File: src/rtl/clksel_pkg.sv
// package for the peripheral clock source selector
// assumes a 32-bit classic wishbone register bus and one bus clock
package clksel_pkg;
  // byte offsets of the registers
  localparam logic [15:0] OFS_OPTION_ONE_CONFIG = 16'h0004;
  localparam logic [15:0] OFS_CLOCK_SOURCE_OPTION = 16'h1004;
  localparam logic [15:0] OFS_TIMER_PIN_OPTION = 16'h100C;
  // reset values
  localparam logic [31:0] RST_OPTION_ONE_CONFIG = 32'h0000_0000;
  localparam logic [31:0] RST_CLOCK_SOURCE_OPTION = 32'h0000_0000;
  localparam logic [31:0] RST_TIMER_PIN_OPTION = 32'h0000_0000;
  // writable bit masks, all else reads zero
  localparam logic [31:0] MASK_OPTION_ONE_CONFIG = 32'h0000_0000;
  localparam logic [31:0] MASK_CLOCK_SOURCE_OPTION = 32'h0F00_00F0;
  localparam logic [31:0] MASK_TIMER_PIN_OPTION = 32'h0304_0000;
  // field positions
  localparam int SERIAL_SEL_LSB = 26;
  localparam int COUNTER_SEL_LSB = 24;
  localparam int OUTCLK_SEL_LSB = 5;
  localparam int RTC_SEL_BIT = 4;
  localparam int T1_PIN_SEL_BIT = 25;
  localparam int T0_PIN_SEL_BIT = 24;
  localparam int T1_CAP_SRC_BIT = 18;
  // source codes
  localparam logic [1:0] SRC_OFF = 2'h0;
  localparam logic [1:0] SRC_LOOP = 2'h1;
  localparam logic [1:0] SRC_EXTOSC = 2'h2;
  localparam logic [1:0] SRC_INTREF = 2'h3;
  localparam logic [2:0] OUT_BUS = 3'h2;
  localparam logic [2:0] OUT_LPO = 3'h3;
  localparam logic [2:0] OUT_INTREF = 3'h4;
  localparam logic [2:0] OUT_EXTOSC = 3'h6;
  // number of clock inputs in a mux and sync depth
  localparam int MUX_INPUTS = 4;
  localparam logic [1:0] SYNC_LAST = 2'h1;
endpackage

File: src/rtl/glitchfree_mux_if.sv
// carrier between the selector top and one glitch-free mux
// assumes both ends share clk_i and rst_i
`timescale 1ns/1ns
`default_nettype none
interface glitchfree_mux_if;
  logic [1:0] sel;
  logic en;
  logic [3:0] clk_in;
  logic clk_out;
  logic [1:0] active;
  modport ctrl (output sel, output en, output clk_in, input clk_out, input active);
  modport mux (input sel, input en, input clk_in, output clk_out, output active);
endinterface
`default_nettype wire

File: src/rtl/glitchfree_mux.sv
// glitch-free clock multiplexer, one of four sources or off
// assumes source clocks sampled on clk_i well above their rate
`timescale 1ns/1ns
`default_nettype none
module glitchfree_mux
  import clksel_pkg::*;
(
  input wire logic clk_i,
  input wire logic rst_i,
  glitchfree_mux_if.mux m
);
  typedef struct packed {
    logic [3:0] s1;
    logic [3:0] s2;
    logic [1:0] cur;
    logic on;
    logic out;
  } mux_state_t;
  mux_state_t q, next_q;
  // resample sources, switch only while the output sits low
  always_comb begin
    next_q = q;
    next_q.s1 = m.clk_in;
    next_q.s2 = q.s1;
    if (!q.out && ((m.sel != q.cur) || (m.en != q.on))) begin
      next_q.cur = m.sel;
      next_q.on = m.en;
      next_q.out = 1'b0;
    end else begin
      next_q.out = q.on & q.s2[q.cur];
    end
  end
  always_ff @(posedge clk_i) begin
    if (rst_i) q <= '0;
    else q <= next_q;
  end
  assign m.clk_out = q.out;
  assign m.active = q.cur;
  // no switch while output high
  a_no_runt_switch: assert property (@(posedge clk_i) disable iff (rst_i)
    $past(q.out) && !$past(rst_i) |-> q.cur == $past(q.cur))
    else $error("mux selection changed while output high");
endmodule
`default_nettype wire

File: src/rtl/peripheral_clock_source_select.sv
// peripheral clock source selection registers and clock muxes
// assumes classic wishbone, 32-bit data, clk_i bus clock, rst_i system reset
// How it works
// - serial port clock: off, loop-locked, external oscillator, internal reference
// - timer counter clock: off, loop-locked, external oscillator, internal reference
// - output pin clock: bus, low-power, internal ref, external osc; others reserved
// - rtc output pin: one-hertz clock or external oscillator clock
// - timer one external clock from pin zero or pin one
// - timer zero external clock from pin zero or pin one
// - timer one channel zero capture from its pin or comparator zero
// - reserved bits read zero, writes to them ignored
// - option-one register reset by system reset only
// - writes only in supervisor mode; user writes get bus error
// - clock-source option resets to zero, both clocks off
//
// Our own choice: the Wishbone register port.
`timescale 1ns/1ns
`default_nettype none
module peripheral_clock_source_select
  import clksel_pkg::*;
(
  input wire logic clk_i,
  input wire logic rst_i,
  input wire logic cyc_i,
  input wire logic stb_i,
  input wire logic we_i,
  input wire logic [15:0] adr_i,
  input wire logic [3:0] sel_i,
  input wire logic [31:0] dat_i,
  input wire logic supervisor_i,
  output logic [31:0] dat_o,
  output logic ack_o,
  output logic err_o,
  input wire logic loop_locked_clock_i,
  input wire logic external_oscillator_clock_i,
  input wire logic internal_reference_clock_i,
  input wire logic low_power_oscillator_i,
  input wire logic rtc_one_hz_i,
  input wire logic ext_clock_input_pin_zero_i,
  input wire logic ext_clock_input_pin_one_i,
  input wire logic timer_one_channel_zero_pin_i,
  input wire logic analog_comparator_zero_i,
  output logic serial_port_clock_o,
  output logic timer_counter_clock_o,
  output logic clock_output_pin_o,
  output logic rtc_output_pin_o,
  output logic timer_zero_ext_clock_o,
  output logic timer_one_ext_clock_o,
  output logic timer_one_capture_o
);
  typedef struct packed {
    logic [31:0] cfg1;
    logic [31:0] csrc;
    logic [31:0] tpin;
    logic [31:0] rdat;
    logic ack;
    logic err;
    logic [3:0] rtc_s1;
    logic [3:0] rtc_s2;
    logic [3:0] cap_s1;
    logic [3:0] cap_s2;
    logic rtc_out;
    logic t0_out;
    logic t1_out;
    logic cap_out;
  } sel_state_t;
  sel_state_t q, next_q;

  glitchfree_mux_if uart_m ();
  glitchfree_mux_if cnt_m ();
  glitchfree_mux_if out_m ();

  logic req;
  logic hit;
  logic [31:0] wmask;
  logic [2:0] osel;
  logic out_valid;
  logic [1:0] out_code;
  logic bus_clk_div;

  assign req = cyc_i & stb_i & ~q.ack & ~q.err;
  assign hit = (adr_i == OFS_OPTION_ONE_CONFIG) || (adr_i == OFS_CLOCK_SOURCE_OPTION) ||
               (adr_i == OFS_TIMER_PIN_OPTION);
  assign wmask = {{8{sel_i[3]}}, {8{sel_i[2]}}, {8{sel_i[1]}}, {8{sel_i[0]}}};
  assign osel = q.csrc[OUTCLK_SEL_LSB +: 3];

  // output pin code map, reserved codes leave the pin low
  always_comb begin
    out_valid = 1'b1;
    out_code = 2'h0;
    case (osel)
      OUT_BUS: out_code = 2'h0;
      OUT_LPO: out_code = 2'h1;
      OUT_INTREF: out_code = 2'h2;
      OUT_EXTOSC: out_code = 2'h3;
      default: out_valid = 1'b0;
    endcase
  end

  // bus clock seen at the pin as quarter rate of clk_i
  assign bus_clk_div = q.rtc_s2[3];

  // mux connections, ordered by select code
  assign uart_m.sel = q.csrc[SERIAL_SEL_LSB +: 2];
  assign uart_m.en = (q.csrc[SERIAL_SEL_LSB +: 2] != SRC_OFF);
  assign uart_m.clk_in = {internal_reference_clock_i, external_oscillator_clock_i,
                          loop_locked_clock_i, 1'b0};
  assign cnt_m.sel = q.csrc[COUNTER_SEL_LSB +: 2];
  assign cnt_m.en = (q.csrc[COUNTER_SEL_LSB +: 2] != SRC_OFF);
  assign cnt_m.clk_in = uart_m.clk_in;
  assign out_m.sel = out_code;
  assign out_m.en = out_valid;
  assign out_m.clk_in = {external_oscillator_clock_i, internal_reference_clock_i,
                         low_power_oscillator_i, bus_clk_div};

  glitchfree_mux u_uart (.clk_i(clk_i), .rst_i(rst_i), .m(uart_m.mux));
  glitchfree_mux u_cnt (.clk_i(clk_i), .rst_i(rst_i), .m(cnt_m.mux));
  glitchfree_mux u_out (.clk_i(clk_i), .rst_i(rst_i), .m(out_m.mux));

  // register bus, single-cycle answer, then ack drops
  always_comb begin
    next_q = q;
    next_q.ack = 1'b0;
    next_q.err = 1'b0;
    // pin inputs pass two flops: bus clock divider bit, rtc, pin0, pin1
    next_q.rtc_s1 = {~q.rtc_s2[3], rtc_one_hz_i, ext_clock_input_pin_zero_i,
                     ext_clock_input_pin_one_i};
    next_q.rtc_s2 = q.rtc_s1;
    // capture flops also carry the oscillator for the rtc pin
    next_q.cap_s1 = {1'b0, external_oscillator_clock_i, timer_one_channel_zero_pin_i,
                     analog_comparator_zero_i};
    next_q.cap_s2 = q.cap_s1;
    if (req) begin
      if (we_i && !supervisor_i) begin
        next_q.err = 1'b1;
      end else begin
        next_q.ack = 1'b1;
        if (we_i) begin
          case (adr_i)
            OFS_OPTION_ONE_CONFIG: next_q.cfg1 = (q.cfg1 & ~(wmask & MASK_OPTION_ONE_CONFIG)) |
              (dat_i & wmask & MASK_OPTION_ONE_CONFIG);
            OFS_CLOCK_SOURCE_OPTION: next_q.csrc = (q.csrc &
              ~(wmask & MASK_CLOCK_SOURCE_OPTION)) | (dat_i & wmask & MASK_CLOCK_SOURCE_OPTION);
            OFS_TIMER_PIN_OPTION: next_q.tpin = (q.tpin & ~(wmask & MASK_TIMER_PIN_OPTION)) |
              (dat_i & wmask & MASK_TIMER_PIN_OPTION);
            default: next_q.tpin = q.tpin;
          endcase
          next_q.rdat = 32'h0000_0000;
        end else begin
          case (adr_i)
            OFS_OPTION_ONE_CONFIG: next_q.rdat = q.cfg1 & MASK_OPTION_ONE_CONFIG;
            OFS_CLOCK_SOURCE_OPTION: next_q.rdat = q.csrc & MASK_CLOCK_SOURCE_OPTION;
            OFS_TIMER_PIN_OPTION: next_q.rdat = q.tpin & MASK_TIMER_PIN_OPTION;
            default: next_q.rdat = 32'h0000_0000;
          endcase
        end
        if (!hit) begin
          next_q.ack = 1'b0;
          next_q.err = 1'b1;
        end
      end
    end
    // rtc pin: synchronised oscillator or 1 Hz clock
    next_q.rtc_out = q.csrc[RTC_SEL_BIT] ? q.cap_s2[2] : q.rtc_s2[2];
    next_q.t0_out = q.tpin[T0_PIN_SEL_BIT] ? q.rtc_s2[0] : q.rtc_s2[1];
    next_q.t1_out = q.tpin[T1_PIN_SEL_BIT] ? q.rtc_s2[0] : q.rtc_s2[1];
    next_q.cap_out = q.tpin[T1_CAP_SRC_BIT] ? q.cap_s2[0] : q.cap_s2[1];
  end

  // system reset clears all option registers, no low-leakage path here
  always_ff @(posedge clk_i) begin
    if (rst_i) begin
      q <= '0;
      q.cfg1 <= RST_OPTION_ONE_CONFIG;
      q.csrc <= RST_CLOCK_SOURCE_OPTION;
      q.tpin <= RST_TIMER_PIN_OPTION;
    end else begin
      q <= next_q;
    end
  end

  assign dat_o = q.rdat;
  assign ack_o = q.ack;
  assign err_o = q.err;
  assign serial_port_clock_o = uart_m.clk_out;
  assign timer_counter_clock_o = cnt_m.clk_out;
  assign clock_output_pin_o = out_m.clk_out;
  assign rtc_output_pin_o = q.rtc_out;
  assign timer_zero_ext_clock_o = q.t0_out;
  assign timer_one_ext_clock_o = q.t1_out;
  assign timer_one_capture_o = q.cap_out;

  a_user_write_err: assert property (@(posedge clk_i) disable iff (rst_i)
    req && we_i && !supervisor_i |=> err_o && !ack_o) else $error("user write not refused");
  a_user_write_kept: assert property (@(posedge clk_i) disable iff (rst_i)
    req && we_i && !supervisor_i |=> $stable(q.csrc) && $stable(q.tpin))
    else $error("user write changed state");
  a_reserved_zero: assert property (@(posedge clk_i) disable iff (rst_i)
    ((q.csrc & ~MASK_CLOCK_SOURCE_OPTION) == 32'h0000_0000) &&
    ((q.tpin & ~MASK_TIMER_PIN_OPTION) == 32'h0000_0000) && (q.cfg1 == 32'h0000_0000))
    else $error("reserved bit set");
  a_serial_off: assert property (@(posedge clk_i) disable iff (rst_i)
    (q.csrc[27:26] == SRC_OFF) [*4] |-> !serial_port_clock_o)
    else $error("serial clock runs while off");
  a_counter_off: assert property (@(posedge clk_i) disable iff (rst_i)
    (q.csrc[25:24] == SRC_OFF) [*4] |-> !timer_counter_clock_o)
    else $error("counter clock runs while off");
  a_outpin_reserved: assert property (@(posedge clk_i) disable iff (rst_i)
    !out_valid [*4] |-> !clock_output_pin_o) else $error("reserved code drives pin");
  a_t0_pin_route: assert property (@(posedge clk_i) disable iff (rst_i)
    $stable(q.tpin) |=> timer_zero_ext_clock_o ==
    ($past(q.tpin[T0_PIN_SEL_BIT]) ? $past(q.rtc_s2[0]) : $past(q.rtc_s2[1])))
    else $error("timer zero pin route wrong");
  a_t1_pin_route: assert property (@(posedge clk_i) disable iff (rst_i)
    $stable(q.tpin) |=> timer_one_ext_clock_o ==
    ($past(q.tpin[T1_PIN_SEL_BIT]) ? $past(q.rtc_s2[0]) : $past(q.rtc_s2[1])))
    else $error("timer one pin route wrong");
  a_capture_route: assert property (@(posedge clk_i) disable iff (rst_i)
    1'b1 |=> timer_one_capture_o ==
    ($past(q.tpin[T1_CAP_SRC_BIT]) ? $past(q.cap_s2[0]) : $past(q.cap_s2[1])))
    else $error("capture route wrong");
  a_rtc_route: assert property (@(posedge clk_i) disable iff (rst_i)
    1'b1 |=> rtc_output_pin_o ==
    ($past(q.csrc[RTC_SEL_BIT]) ? $past(q.cap_s2[2]) : $past(q.rtc_s2[2])))
    else $error("rtc route wrong");
  a_reset_zero: assert property (@(posedge clk_i)
    $past(rst_i) |-> q.csrc == RST_CLOCK_SOURCE_OPTION && q.cfg1 == RST_OPTION_ONE_CONFIG)
    else $error("reset value wrong");
  c_sup_write: cover property (@(posedge clk_i) req && we_i && supervisor_i && hit);
  c_user_write: cover property (@(posedge clk_i) req && we_i && !supervisor_i);
  c_serial_on: cover property (@(posedge clk_i) serial_port_clock_o);
  c_outpin_on: cover property (@(posedge clk_i) clock_output_pin_o);
endmodule
`default_nettype wire
File: config.mk
export PLATFORM = sky130hd
export DESIGN_NAME = peripheral_clock_source_select
export DESIGN_NICKNAME = d
export VERILOG_FILES = /design/src/rtl/clksel_pkg.sv /design/src/rtl/glitchfree_mux_if.sv /design/src/rtl/glitchfree_mux.sv /design/src/rtl/peripheral_clock_source_select.sv
export SDC_FILE = /design/constraint.sdc
export NUM_CORES = 1
export LEC_CHECK = 0
export BUFFER_PORTS_ARGS = -buffer_cell sky130_fd_sc_hd__buf_4
export CORE_UTILIZATION = 48
export CTS_CLUSTER_DIAMETER = 120
export CTS_CLUSTER_SIZE = 25
export DETAILED_ROUTE_END_ITERATION = 8
export PLACE_DENSITY = 0.9
export SLEW_MARGIN = 20
export SYNTH_ARGS = -nofsm -noshare
export SYNTH_HDL_FRONTEND = slang
export SYNTH_SLANG_ARGS = --single-unit
File: constraint.sdc
create_clock -name clk_i -period 2.2 [get_ports clk_i]
set_input_delay 0.11 -clock clk_i [delete_from_list [all_inputs] [get_ports clk_i]]
set_output_delay 0.11 -clock clk_i [all_outputs]
set_load 0.02 [all_outputs]
==> flow_summary_export.csv <==
group,metric,value,unit
status,outcome,"finished, final reports clean",
cts,cts_num_sinks,60,
synthesis,synth_area,2720,µm²
sta,fin_tns_setup,0,ps
placed_design,gp_congestion,0.881,
global_routing,grt_start_max_net_pins,48,
pwr,max-vdd-ir-drop,0.510,mV
die,pin_count,108,
die,initial_core_util,49.7,%
global_routing,initial_antenna_violation_count,0,
die,floorplan.die.height,77.2,µm
synthesis,postSynth.asyncResetShare,0,%
job,max_cap_violations,0,
final_layout,fin_util,61.1,%
cts,post_cts_resized,0,
min_path,min-delay-start,"dat_i[27]",
sta,final_min_period_over_clock_period,81.5,%
final_layout,n_antenna_cell,0,
final_layout,fin_nets,416,
synthesis,ys_warn_count,0,
critical_path,critical-path-slowest-cell,"dfxtp_1",
cts,clock_edge_transition_at_the_registers_on_the_reported_setup_and_hold_paths,70,ps
critical_path,cp-end-kind,"flop",
sta,grt_setup_unrepaired,"no",
drt,firstDrtPassIters,6,
final_layout,synthToLayoutAreaGrowth,23.0,%
die,placeableCoreArea,5470,µm²
synthesis,ys_seq_area_share,44.2,%
cts,ctsHtreeMaxLevel,3,
die,die_width,77.2,µm
synthesis,syn-mean-instance-area,9.37,µm²
placed_design,placement.setup.worst_slack,425,ps
final_layout,drive_gt1_share,25.7,%
critical_path,critical_path.n_buffers_inverters,0,
cts,cts_buffers,9,
min_path,worstHoldPathType,"input pin to flop",
final_layout,fill_cells,478,
cts,clock_latency,350,ps
drt,detail_route.iter0.violations,176,
final_layout,sequential_cell_area,1200,µm²
synthesis,synth-edff-count,0,
global_routing,gr-usage-all-layers,21.1,%
sta,final-setup-viol-count,0,
critical_path,path_delay_family,"compound AO/OA/AOI/OAI gates",
critical_path,timing_worst_setup_path_type,"flop to flop",
cts,clock_tree_root,"clkbuf_8",
pwr,powerDensity,684,nW/µm²
drt,wire_per_inst,13.9,µm
final_layout,stdcell_count,426,
drt,drtAntennaViolNets,0,
sta,slew_headroom,58.8,%
die,std_cell_rows,27,
die,die_area,5970,µm²
final_layout,multi_input_comb_area,1260,µm²
sta,achievable-frequency,0.558,GHz
drt,post_drt_via_cell_ratio,5.35,
sta,final_number_of_hold_violating_endpoints,0,
placed_design,placement.io_buffers,60,
sta,fin_hold_ws,29.3,ps
cts,clk_path_buf_depth,2,
drt,route.detailed.drc,0,
placed_design,dp_hpwl,4120,µm
drt,routed_wl,5910,µm
synthesis,synth.lib_cells_used.distinct,50,
synthesis,synth_seq_cells,60,
pwr,design_power_total,2.29,mW
critical_path,worst-path-max-fanout,7,
cts,cts_tree,"yes",
placed_design,place_area,3050,µm²
placed_design,number_of_cells_after_detailed_placement,401,
synthesis,synth_top_flop_cell,"dfxtp_1",
critical_path,cp_data_required_time,2440,ps
critical_path,worst-endpoint-arrival,2040,ps
critical_path,critical_path.max_stage_delay,450,ps
global_routing,wire_length_of_the_first_global_routing_pass,9730,µm
sta,layout_setup_ws,408,ps
final_layout,post-route-cell-area,3340,µm²
global_routing,globalRoute.totalOverflow,0,
pwr,leakagePower,1.32,nW
sta,final_worst_clock_skew,4.44,ps
sta,layout_min_cycle_time,1790,ps
sta,slew_viol_final,0,
global_routing,via_count_of_the_first_global_routing_pass,2178,
final_layout,most_common_library_cell_in_the_layout_ignoring_fill_and_taps,"buf_4",
sta,tightest_slew,610,ps
final_layout,layout_common_cells,"buf_4, dfxtp_1, nor2b_1, conb_1",
critical_path,path_cells,"or3b_4 -> a2111oi_4 -> a211oi_2 -> a31o_1",
critical_path,worst_setup_path_start_kind,"flop",
drt,vias,2279,
synthesis,postSynthCellCount,290,
## metal layers
metal | GRT usage (%) | vias up | part of all wire (%)
li1 | - | 1101 | -
met1 | 23.3 | 1046 | 38
met2 | 35.0 | 104 | 51
met3 | 8.10 | 28 | 8.3
met4 | 11.1 | 0 | 3.2
met5 | 0 | - | 0
## synth_stat cells, types with 7 or more instances
cell type,count,share of area [%]
a21oi_1,17,3.1
buf_4,32,8.8
dfxtp_1,60,44
mux2i_1,12,4.4
nand2_1,17,2.3
nand3_1,10,1.8
nand4_1,9,2.1
nor2_1,17,2.3
nor2b_1,23,5.3
nor3_1,7,1.3
o21ai_0,14,2.6
## power by group
group	internal [mW]	total (mW)	switching [mW]	leakage [nW]
logic	0.0853	0.188	0.103	0.732
clock network	0.550	0.983	0.433	0.0983
registers	1.11	1.11	0.00724	0.488
## worst register-to-register path: cells and delay by family (launching register included)
family | cells | cell delay (ps)
flops | 1 | 450
compound gates | 3 | 800
simple gates | 1 | 430
## final cells by class
class / instances / share of cell area (%)
Multi-Input combinational cell: 200 / 37.8
Timing Repair Buffer: 72 / 16.8
Clock inverter: 6 / 1.91
Inverter: 6 / 0.674
Sequential cell: 60 / 35.9
Clock buffer: 10 / 4.12
Tap cell: 72 / 2.69
## worst paths after layout
path | cells after the start | slack (ps) | end
min | 3 | 30 | flop
max | 4 | 410 | u_out.m.active[1]
min reg2reg | 1 | 410 | next_q[15]
max reg2reg | 4 | 410 | u_out.m.active[1]
## what timing repair did
item / 4_1_cts / 5_1_grt
buffers inserted: 0 / 0
hold buffers: 9 / 0
hold endpoints to repair: 9 / 0
## logic make-up after synthesis
| family | synth area share, % |
|---|---|
| muxes | 5.66 |
| AOI/OAI and AO/OA | 13.5 |
| other | 0.138 |
| xor gates and xnor gates | 0.967 |
| DFF | 44.2 |
| buffers and inverters | 12.3 |
| and+or+nand+nor | 23.2 |
No activity file was read; power rests on OpenSTA's default activity.
